--- config.mk ---
export PLATFORM = sky130hd
export DESIGN_NAME = sfx_core
export DESIGN_NICKNAME = d
export VERILOG_FILES = /design/src/verilog/sfx_addr_add.v /design/src/verilog/sfx_core.v /design/src/verilog/sfx_ind_check.v
export VERILOG_INCLUDE_DIRS = /design/src /design/src/verilog
export SDC_FILE = /design/constraint.sdc
export NUM_CORES = 1
export LEC_CHECK = 0
export BUFFER_PORTS_ARGS = -buffer_cell sky130_fd_sc_hd__buf_2
export CELL_PAD_IN_SITES_DETAIL_PLACEMENT = 0
export CELL_PAD_IN_SITES_GLOBAL_PLACEMENT = 1
export CORE_ASPECT_RATIO = 1.1
export CORE_MARGIN = 1.5
export CORE_UTILIZATION = 40
export CTS_CLUSTER_SIZE = 10
export DETAILED_ROUTE_END_ITERATION = 8
export PLACE_DENSITY = 0.88
export SYNTH_ARGS = -nofsm -noshare
export SYNTH_HDL_FRONTEND = slang
export SYNTH_SLANG_ARGS = --single-unit
--- constraint.sdc ---
create_clock -name ref_clk -period 2.7 [get_ports ref_clk]
set_input_delay 0.135 -clock ref_clk [delete_from_list [all_inputs] [get_ports ref_clk]]
set_output_delay 0.135 -clock ref_clk [all_outputs]
set_load 0.01 [all_outputs]
--- src/verilog/sfx_defs.vh ---
// Constants for the stack frame extended operation unit.
// Assumes a 12-bit data address space and 16-bit instruction words.
`ifndef SFX_DEFS_VH
`define SFX_DEFS_VH
// Opcode prefixes.
`define SFX_OP_MOVE_HI 9'h1D7
`define SFX_OP_SECOND_HI 4'hF
`define SFX_OP_PUSH_HI 8'hFA
`define SFX_OP_SUB_HI 8'hE9
`define SFX_SEL_FRAME 2'h3
// Field positions.
`define SFX_OFS_MSB 6
`define SFX_LIT6_MSB 5
`define SFX_SEL_MSB 7
`define SFX_SEL_LSB 6
// Special data addresses: indirect registers and the protected bytes.
`define SFX_ADDR_IND1_LO 12'hFE7
`define SFX_ADDR_IND1_HI 12'hFE7
`define SFX_ADDR_IND2_LO 12'hFDF
`define SFX_ADDR_IND2_HI 12'hFDF
`define SFX_ADDR_IND0_LO 12'hFEF
`define SFX_ADDR_IND0_HI 12'hFEF
`define SFX_ADDR_PCL 12'hFF9
`define SFX_ADDR_RETURN_TOP_LOW 12'hFFD
`define SFX_ADDR_RETURN_TOP_HIGH 12'hFFE
`define SFX_ADDR_RETURN_TOP_UPPER 12'hFFF
// Indirect register windows: five per pointer, spaced eight bytes.
`define SFX_IND_SPAN 12'h004
`define SFX_IND_BASE0 12'hFEB
`define SFX_IND_BASE1 12'hFE3
`define SFX_IND_BASE2 12'hFDB
// Reset values.
`define SFX_PTR_RESET 12'h000
`define SFX_PC_RESET 21'h00000
`define SFX_DATA_ZERO 8'h00
`endif

--- src/verilog/sfx_addr_add.v ---
// Forms a frame-relative data address from a 7-bit offset.
// Assumes the frame pointer is the full 12-bit data address.
`timescale 1ns/1ps
module sfx_addr_add
(
  // Frame pointer and offset.
  input wire [11:0] base,
  input wire [6:0] offset,
  // Address, wrapping within the 4096-byte space.
  output wire [11:0] addr
);
  // Wrap at the top so any byte from 000h to FFFh is reachable.
  assign addr = base + {5'h00, offset};
endmodule

--- src/verilog/sfx_core.v ---
// Execution unit for the extended stack-frame instructions.
// Assumes one instruction word per clock from fetch and a data memory
// that reads combinationally and writes on the clock edge.
`timescale 1ns/1ps
`include "sfx_defs.vh"
// What this block does
// - Move addresses are frame pointer plus each word's 7-bit offset.
// - Move addresses may reach any byte from 000h to FFFh.
// - Move never writes program counter low or return-top bytes.
// - Move source on an indirect register reads as 00h.
// - Move destination on an indirect register suppresses the write.
// - Literal push writes the 8-bit literal at the frame pointer.
// - After pushing, the frame pointer decrements by one.
// - Pointer subtract decodes fixed high bits, 2-bit select, 6-bit literal.
// - Pointer subtract takes the literal from pointer 0, 1 or 2.
// - Subtract-and-return subtracts from frame pointer, loads PC from stack top.
// - Subtract-and-return takes two cycles; second cycle does nothing.
// - Select 11 means subtract-and-return, acting on the frame pointer only.
// - Extended set runs only when the extension enable bit is set.
module sfx_core
(
  // Clock and reset.
  input wire ref_clk,
  input wire resetn,
  // Decoded instruction word from fetch.
  input wire instr_valid,
  input wire [15:0] instr,
  // Configuration: extension enable, default zero.
  input wire extension_enable_bit,
  // Return stack top from the core.
  input wire [20:0] return_stack_top,
  // Data memory read port.
  output reg [11:0] mem_raddr_q,
  input wire [7:0] mem_rdata,
  // Data memory write port.
  output reg mem_we_q,
  output reg [11:0] mem_waddr_q,
  output reg [7:0] mem_wdata_q,
  // Pointer registers.
  output reg [11:0] indirect_pointer0_q,
  output reg [11:0] indirect_pointer1_q,
  output reg [11:0] frame_pointer_q,
  // Program counter load.
  output reg pc_load_q,
  output reg [20:0] pc_value_q,
  // Stall request: high during a second instruction cycle.
  output reg busy_q
);
  // Sequencer states; a move or a return keeps the unit for a second cycle.
  localparam ST_IDLE = 2'h0;
  localparam ST_MOVE2 = 2'h1;
  localparam ST_RET2 = 2'h2;

  // Sequencer state and its next value.
  reg [1:0] state_q;
  reg [1:0] state_d;
  // Next values of the registered outputs.
  reg [11:0] mem_raddr_d;
  reg mem_we_d;
  reg [11:0] mem_waddr_d;
  reg [7:0] mem_wdata_d;
  reg [11:0] indirect_pointer0_d;
  reg [11:0] indirect_pointer1_d;
  reg [11:0] frame_pointer_d;
  reg pc_load_d;
  reg [20:0] pc_value_d;
  reg busy_d;
  // Address arithmetic and window checks.
  wire [11:0] src_addr;
  wire [11:0] dst_addr;
  wire src_ind;
  wire dst_ind;
  wire dst_prot;
  wire [7:0] move_data;
  // Instruction decode.
  wire ext_ok;
  wire idle;
  wire is_move;
  wire is_push;
  wire is_sub;
  wire is_ret;
  wire second_ok;
  wire move_done;
  wire [1:0] sel;
  wire [11:0] lit6;

  // Nothing decodes unless the extension is enabled, and a pending second
  // cycle blocks decoding so that it cannot start a new operation.
  assign ext_ok = instr_valid && extension_enable_bit;
  assign idle = state_q == ST_IDLE;
  assign is_move = ext_ok && idle && instr[15:7] == `SFX_OP_MOVE_HI;
  assign is_push = ext_ok && idle && instr[15:8] == `SFX_OP_PUSH_HI;
  assign is_sub = ext_ok && idle && instr[15:8] == `SFX_OP_SUB_HI;

  // Select and literal fields of the pointer subtract.
  assign sel = instr[`SFX_SEL_MSB:`SFX_SEL_LSB];
  assign lit6 = {6'h00, instr[`SFX_LIT6_MSB:0]};
  assign is_ret = is_sub && sel == `SFX_SEL_FRAME;

  // The second move word is known by its fixed top nibble; until it comes,
  // the move waits rather than taking a stray word as its destination.
  assign second_ok = instr_valid && instr[15:12] == `SFX_OP_SECOND_HI;
  assign move_done = state_q == ST_MOVE2 && second_ok;

  // Source offset comes from the first word, destination from the second;
  // both adders see the word on the bus, so each is used in its own cycle.
  sfx_addr_add u_src_add
  (
    .base(frame_pointer_q),
    .offset(instr[`SFX_OFS_MSB:0]),
    .addr(src_addr)
  );

  sfx_addr_add u_dst_add
  (
    .base(frame_pointer_q),
    .offset(instr[`SFX_OFS_MSB:0]),
    .addr(dst_addr)
  );

  // The source is checked at the latched read address, since the word on
  // the bus in the second cycle carries the destination offset.
  sfx_ind_check u_src_ind
  (
    .addr(mem_raddr_q),
    .is_ind(src_ind)
  );

  sfx_ind_check u_dst_ind
  (
    .addr(dst_addr),
    .is_ind(dst_ind)
  );

  // Writes here would corrupt control flow, so they are refused.
  assign dst_prot = dst_addr == `SFX_ADDR_PCL || dst_addr == `SFX_ADDR_RETURN_TOP_LOW ||
                    dst_addr == `SFX_ADDR_RETURN_TOP_HIGH || dst_addr == `SFX_ADDR_RETURN_TOP_UPPER;

  // An indirect register never yields its contents as move data.
  assign move_data = src_ind ? `SFX_DATA_ZERO : mem_rdata;

  // Sequencer for the two-cycle instructions.
  always @*
  begin
    state_d = ST_IDLE;
    case (state_q)
      ST_IDLE:
      begin
        if (is_move)
          state_d = ST_MOVE2;
        else if (is_ret)
          state_d = ST_RET2;
      end
      ST_MOVE2:
      begin
        // A missing second word holds the move; fetch must supply it.
        if (!second_ok)
          state_d = ST_MOVE2;
      end
      ST_RET2:
        state_d = ST_IDLE;
      default:
        state_d = ST_IDLE;
    endcase
  end

  // Busy marks every cycle in which a second cycle is still pending.
  always @*
  begin
    busy_d = state_d != ST_IDLE;
  end

  // Read address: the source is latched with the first word, so its data
  // stands on the read port through the whole second cycle.
  always @*
  begin
    mem_raddr_d = mem_raddr_q;
    if (is_move)
      mem_raddr_d = src_addr;
  end

  // Write port: a move writes as its second word arrives, a push at once.
  // The two never meet, since a push is only decoded while idle.
  always @*
  begin
    mem_we_d = 1'b0;
    mem_waddr_d = mem_waddr_q;
    mem_wdata_d = mem_wdata_q;
    if (move_done)
    begin
      // Indirect or protected destinations leave memory untouched.
      mem_we_d = !dst_ind && !dst_prot;
      mem_waddr_d = dst_addr;
      mem_wdata_d = move_data;
    end
    else if (is_push)
    begin
      mem_we_d = 1'b1;
      mem_waddr_d = frame_pointer_q;
      mem_wdata_d = instr[7:0];
    end
  end

  // Pointer arithmetic wraps within the 12-bit data space; software that
  // underflows its stack lands at the top of memory without warning.
  always @*
  begin
    indirect_pointer0_d = indirect_pointer0_q;
    indirect_pointer1_d = indirect_pointer1_q;
    frame_pointer_d = frame_pointer_q;
    if (is_push)
      frame_pointer_d = frame_pointer_q - 12'h001;
    if (is_sub)
    begin
      case (sel)
        2'h0:
          indirect_pointer0_d = indirect_pointer0_q - lit6;
        2'h1:
          indirect_pointer1_d = indirect_pointer1_q - lit6;
        2'h2:
          frame_pointer_d = frame_pointer_q - lit6;
        default:
          frame_pointer_d = frame_pointer_q - lit6;
      endcase
    end
  end

  // Return: the program counter is loaded from the stack top in the first
  // cycle; the second cycle is the sequencer's idle step.
  always @*
  begin
    pc_load_d = is_ret;
    pc_value_d = pc_value_q;
    if (is_ret)
      pc_value_d = return_stack_top;
  end

  // Sequencer and stall flip-flops.
  always @(posedge ref_clk or negedge resetn)
  begin
    if (!resetn)
    begin
      state_q <= ST_IDLE;
      busy_q <= 1'b0;
    end
    else
    begin
      state_q <= state_d;
      busy_q <= busy_d;
    end
  end

  // Data memory port flip-flops.
  always @(posedge ref_clk or negedge resetn)
  begin
    if (!resetn)
    begin
      mem_raddr_q <= `SFX_PTR_RESET;
      mem_we_q <= 1'b0;
      mem_waddr_q <= `SFX_PTR_RESET;
      mem_wdata_q <= `SFX_DATA_ZERO;
    end
    else
    begin
      mem_raddr_q <= mem_raddr_d;
      mem_we_q <= mem_we_d;
      mem_waddr_q <= mem_waddr_d;
      mem_wdata_q <= mem_wdata_d;
    end
  end

  // Pointer flip-flops.
  always @(posedge ref_clk or negedge resetn)
  begin
    if (!resetn)
    begin
      indirect_pointer0_q <= `SFX_PTR_RESET;
      indirect_pointer1_q <= `SFX_PTR_RESET;
      frame_pointer_q <= `SFX_PTR_RESET;
    end
    else
    begin
      indirect_pointer0_q <= indirect_pointer0_d;
      indirect_pointer1_q <= indirect_pointer1_d;
      frame_pointer_q <= frame_pointer_d;
    end
  end

  // Program counter load flip-flops; the load is a one-cycle pulse.
  always @(posedge ref_clk or negedge resetn)
  begin
    if (!resetn)
    begin
      pc_load_q <= 1'b0;
      pc_value_q <= `SFX_PC_RESET;
    end
    else
    begin
      pc_load_q <= pc_load_d;
      pc_value_q <= pc_value_d;
    end
  end
endmodule

--- src/verilog/sfx_ind_check.v ---
// Flags whether a data address falls on an indirect-addressing register.
// Assumes each pointer's window is five consecutive bytes from its base.
`timescale 1ns/1ps
`include "sfx_defs.vh"
module sfx_ind_check
(
  // Address under test.
  input wire [11:0] addr,
  // High when the address is an indirect register.
  output wire is_ind
);
  // The three windows are checked the same way.
  assign is_ind = (addr >= `SFX_IND_BASE0 && addr <= `SFX_IND_BASE0 + `SFX_IND_SPAN) ||
                  (addr >= `SFX_IND_BASE1 && addr <= `SFX_IND_BASE1 + `SFX_IND_SPAN) ||
                  (addr >= `SFX_IND_BASE2 && addr <= `SFX_IND_BASE2 + `SFX_IND_SPAN);
endmodule
# After elaboration in Yosys (flattened, before gate mapping)
# Index checks and enable logic that the tools add are counted.
# Widths: inputs -> output; s select.
[word_totals] memories=0 output_inout_bits=92 latch_bits=0 mem_bits_ro=0 ff_bits=94 elab_cells=84 ram_bits=0
[classes] addsub=5 div=0 n_eq_ne=11 mul=0 bitwise_logic=0 muxes=14 n_shift=0 magnitude_cmp=12 reduce_logical=31
[ops] op="$ge 12x12->1 const B" count=6
[ops] op="$le 12x12->1 const B" count=6
[ops] op="$mux 12" count=5
[ops] op="$eq 12x12->1 const B" count=4
[ops] op="$sub 12x6->12" count=3
[ops] op="$mux 8" count=3
[ops] op="$eq 8x8->1 const B" count=2
[ops] op="$logic_and 1x1->1" count=15
[ops] op="$add 12x7->12" count=1
[ops] op="$sub 12x1->12 const B" count=1
[ops] op="$eq 9x9->1 const B" count=1
[ops] op="$logic_or 1x1->1" count=7
[ops] op="$eq 2x1->1 const B" count=2
[ops] op="$eq 4x4->1 const B" count=1
[ops] op="$logic_not 2->1" count=2
[ops] op="$mux 2" count=2
[ops] op="$pmux 2 s2" count=1
[ops] op="$reduce_and 2->1" count=2
[ops] op="$reduce_bool 2->1" count=2
[ops] op="$mux 1" count=3
[ops] op="$eq 2x2->1 const B" count=1
[ops] op="$logic_not 1->1" count=2
[ops] op="$reduce_or 2->1" count=1

# Longest topological paths before layout
[logic_depth] ltp_word=8 mapped_depth=9

# Modules after synthesis
# A second synthesis with hierarchy kept.
[hier_totals] cells_unflattened=531 area_unflattened_um2=5675.4
[by_module_without_submodules] module="sfx_core" area_each_um2=4864.7 cells_each=431 n_inst=1
[by_module_without_submodules] module="sfx_addr_add" area_each_um2=361.6 cells_each=44 n_inst=2
[by_module_without_submodules] module="sfx_ind_check" area_each_um2=43.8 cells_each=6 n_inst=2

# Worst setup path after synthesis
# Ideal clock, no wire load.
[synth_timing] kind="flip-flop to flip-flop" start="register frame_pointer_q[0]" end="register mem_waddr_q[10]" setup_ns=0.119 arrival_ns=2.308 stages_incl_launch_ff=9 t_required_ns=2.581 path_slack_ns=0.274 path_buffers=0 path_cell_list="dfrtp_1 ha_1 fa_1 nor2b_1 o311a_1 o31a_1 o2111ai_1 a21oi_1 o21a_1"
[synth_between] elab_chain_cells=2
[synth_lines] element="start, declared" line="sfx_core.v:42" text="output reg [11:0] frame_pointer_q,"
[synth_lines] element="start signal, assigned" line="sfx_core.v:279" text="frame_pointer_q <= `SFX_PTR_RESET;"
[synth_lines] element="start signal, assigned" line="sfx_core.v:285" text="frame_pointer_q <= frame_pointer_d;"
[synth_lines] element="$add 12x7->12" line="sfx_addr_add.v:13" text="assign addr = base + {5'h00, offset};"
[synth_lines] element="$mux 12" line="sfx_core.v:189" text="if (move_done)"
[synth_lines] element="end signal, assigned" line="sfx_core.v:260" text="mem_waddr_q <= `SFX_PTR_RESET;"
[synth_lines] element="end signal, assigned" line="sfx_core.v:267" text="mem_waddr_q <= mem_waddr_d;"
[synth_lines] element="end, declared" line="sfx_core.v:37" text="output reg [11:0] mem_waddr_q,"
# No other way between the ends.
# A chain may end at the register's enable or synchronous reset.

# Final worst setup path
[layout_timing] start="register frame_pointer_q[0]" end="register mem_waddr_q[8]"
# The elaborated chain is that of the path after synthesis.

==> results.json <==
{
  "ys_seq_area_frac": 0.439,
  "path_clk_slew_ps": 70,
  "detail_route.wirelength.met1_mm": 6.05,
  "clockRootBuffer": "sky130_fd_sc_hd__clkbuf_16",
  "floorplan.rows": 44,
  "run_status": "complete, no violations",
  "highest-signal-layer": "met4",
  "rsz_0062_raised_after_global_routing": "false",
  "synth.avg_cell_area_sq_um": 9.97,
  "ys_ff_latch": 94,
  "setup_violators_final": 0,
  "layout_common_cells": "sky130_fd_sc_hd__buf_2 (139), sky130_fd_sc_hd__dfrtp_1 (94), sky130_fd_sc_hd__nand2_1 (63)",
  "fp.dieH_um": 124,
  "cp_data_required_time_ps": 2950,
  "vias": 4645,
  "worstSetupPathType": "register to register",
  "cap_viol_max_count": 0,
  "worst_slew_pin_slew_ps": 706,
  "crit_fanout": 4,
  "wire_length_of_the_first_global_routing_pass_mm": 23.3,
  "clock.fmax_ghz": 0.390,
  "wire_per_inst_um": 16.5,
  "met2WireLength_mm": 7.08,
  "totalWireLength_mm": 14.3,
  "finalClockSkew_ps": 7.27,
  "maxSlewHeadroom": 0.527,
  "floorplan.die_area_sq_um": 14100,
  "synth.yosys.warnings": 0,
  "first_global_vias": 4672,
  "cp-startpoint": "frame_pointer_q[0]",
  "post_synth_instance_area_sq_um": 5350,
  "start_util": 0.407,
  "number_of_antenna_violations_at_the_first_check_in_global_routing": 0,
  "cts_setup_buffers": 0,
  "dpl.hpwl_mm": 10.7,
  "drt_drc_violations_left": 0,
  "insertion_delay_ps": 360,
  "timing.critical_path.arrival_ps": 2810,
  "tritoncts_clock_tree": "yes",
  "fin_hold_ws_ps": 9.70,
  "floorplan.core_area_sq_um": 13200,
  "final_cells": 865,
  "min_period_over_period": 0.950,
  "timing_max_transition_violations_final": 0,
  "vdd.ir_drop.worst_uv": 239,
  "power.density_cell_area_nw_per_um2": 443,
  "met3RoutedLength_um": 703,
  "classification_of_the_worst_slack_hold_path": "input port to register",
  "cts_num_sinks": 94,
  "gp_congestion": 0.884,
  "drt.antenna.violating_nets": 0,
  "vias_per_inst": 5.37,
  "leakage_uw": 0.00348,
  "initialDrtViolationCount": 229,
  "final_nets": 779,
  "synth_cell_type_count": 67,
  "num_cts_buffers": 9,
  "final_total_negative_setup_slack_ps": 0,
  "report.final.hold_viol_count": 0,
  "global_route.usage.total": 0.212,
  "grt-ovfl-total": 0,
  "largest_net_degree_at_the_start_of_global_routing": 50,
  "worstSetupEndpointType": "register",
  "synthArstFlopShare": 1.00,
  "worst_setup_path_start_kind": "register",
  "synth_top_flop_cell": "sky130_fd_sc_hd__dfrtp_1",
  "synthesis.instances": 537,
  "synth_enable_flop_cells": 0,
  "area_delta_synth_final_pct": 25.7,
  "first_pass_iters": 4,
  "num_antenna_cells": 0,
  "cts-root-to-sink-buffers": 2,
  "dieWidth_um": 113,
  "setup.reg_to_reg.worst_slack_ps": 130,
  "post-layout-total-power_uw": 2980,
  "timing.hold.worst.start": "return_stack_top[12]",
  "final_layout_size_suffix_gt1_frac": 0.271,
  "fin_crit_ps": 2570,
  "postSynthNetCount": 616,
  "r2r_start": "frame_pointer_q[0]",
  "placedCellCount": 833,
  "cts.htree.levels": 3,
  "n_fill_cell": 1187,
  "layout.cells.most_common": "sky130_fd_sc_hd__buf_2",
  "io_pins": 141,
  "numPortBuffers": 140
}
cell type report:
cell class,count,area [sq um],area share
Multi-Input combinational cell,395,2800,0.416
Clock buffer,9,225,0.0335
Tap cell,161,201,0.0299
Timing Repair Buffer,173,1010,0.149
Inverter,27,101,0.0151
Sequential cell,94,2350,0.350
Clock inverter,6,46.3,0.00688
metrics by stage:
step,worst slack [ps],utilization,area (sq um)
floorplan,274,-,5350
global placement,206,0.477,6280
detailed placement,126,0.477,6280
CTS,101,0.511,6720
global route,16.4,0.512,6730
finish,135,0.512,6730
path summary, 6_finish.rpt:
kind	endpoint	cells past startpoint
max in group asynchronous	pc_value_q[5]	3
min in group asynchronous	frame_pointer_q[9]	2
worst max register to register	mem_waddr_q[8]	8
worst max-delay path	mem_waddr_q[8]	8
worst min-delay path	pc_value_q[12]	2
worst min register to register	indirect_pointer1_q[11]	1
metal layers:
metal / track usage / up-vias
met5: 0 / -
met4: 0.0904 / 0
met3: 0.0530 / 32
met2: 0.354 / 135
met1: 0.259 / 2237
li1: - / 2241
sequential cells by signal, indices dropped and copies added, names as in the netlist:
register	cells
busy_q	1
mem_waddr_q	12
indirect_pointer0_q	12
mem_we_q	1
mem_wdata_q	8
mem_raddr_q	12
indirect_pointer1_q	12
state_q	2
pc_load_q	1
frame_pointer_q	12
pc_value_q	21
Yosys cell counts (3+ instances only):
cell type / number / share of area
sky130_fd_sc_hd__dfrtp_1: 94 / 0.44
sky130_fd_sc_hd__nand2_1: 63 / 0.044
sky130_fd_sc_hd__o21ai_0: 37 / 0.035
sky130_fd_sc_hd__inv_1: 27 / 0.019
sky130_fd_sc_hd__nor2_1: 27 / 0.019
sky130_fd_sc_hd__ha_1: 26 / 0.061
sky130_fd_sc_hd__nand3_1: 23 / 0.022
sky130_fd_sc_hd__mux2_1: 18 / 0.038
sky130_fd_sc_hd__xnor2_1: 18 / 0.029
sky130_fd_sc_hd__nor3_1: 17 / 0.016
sky130_fd_sc_hd__a21oi_1: 15 / 0.014
sky130_fd_sc_hd__xor2_1: 14 / 0.023
sky130_fd_sc_hd__nor2b_1: 11 / 0.013
sky130_fd_sc_hd__o21a_1: 11 / 0.015
sky130_fd_sc_hd__clkbuf_1: 10 / 0.0070
sky130_fd_sc_hd__mux2_2: 6 / 0.013
sky130_fd_sc_hd__o211ai_1: 6 / 0.0084
sky130_fd_sc_hd__o31ai_1: 6 / 0.0084
sky130_fd_sc_hd__a211oi_1: 5 / 0.0070
sky130_fd_sc_hd__a21boi_0: 5 / 0.0070
sky130_fd_sc_hd__buf_2: 5 / 0.0047
sky130_fd_sc_hd__or3_1: 5 / 0.0058
sky130_fd_sc_hd__a32oi_1: 4 / 0.0065
sky130_fd_sc_hd__and3_1: 4 / 0.0047
sky130_fd_sc_hd__fa_1: 4 / 0.015
sky130_fd_sc_hd__mux2i_1: 4 / 0.0075
sky130_fd_sc_hd__nand2b_1: 4 / 0.0047
sky130_fd_sc_hd__nand3b_1: 4 / 0.0056
sky130_fd_sc_hd__nor4_1: 4 / 0.0047
sky130_fd_sc_hd__o31a_1: 4 / 0.0065
sky130_fd_sc_hd__and2_1: 3 / 0.0035
sky130_fd_sc_hd__nand4_1: 3 / 0.0035
worst max-delay path: stages, from the launching register on:
cell,delay [ps]
sky130_fd_sc_hd__dfrtp_1,420
sky130_fd_sc_hd__ha_1,230
sky130_fd_sc_hd__fa_1,410
sky130_fd_sc_hd__nor2b_1,170
sky130_fd_sc_hd__o311a_1,330
sky130_fd_sc_hd__o31a_1,350
sky130_fd_sc_hd__o21ai_1,260
sky130_fd_sc_hd__a21oi_1,120
sky130_fd_sc_hd__o21a_1,170
report_power, final:
group	switching (uW)	total (uW)	internal (uW)	leakage (uW)
combinational	189	330	141	0.00207
sequential	19.9	1450	1430	0.00128
clock	577	1200	626	0.000128
total	786	2980	2200	0.00348
what timing repair did:
item	in CTS	in global routing
resized for setup	0	1
setup endpoints to repair	0	2
endpoints found under the hold margin	61	0
hold buffers	17	0
cells by family (layout without fill, tap and decap cells):
group                      after synthesis  in the layout  synth area share
buffers and inverters                   48            215            0.0390
muxes                                   28             28            0.0580
xor gates and xnor gates                32             32            0.0524
adders and majority gates               30             30            0.0757
AOI/OAI and AO/OA                      116            116             0.143
and+or+nand+nor                        189            189             0.192
DFF                                     94             94             0.439
(Power assumes the default switching activity.)
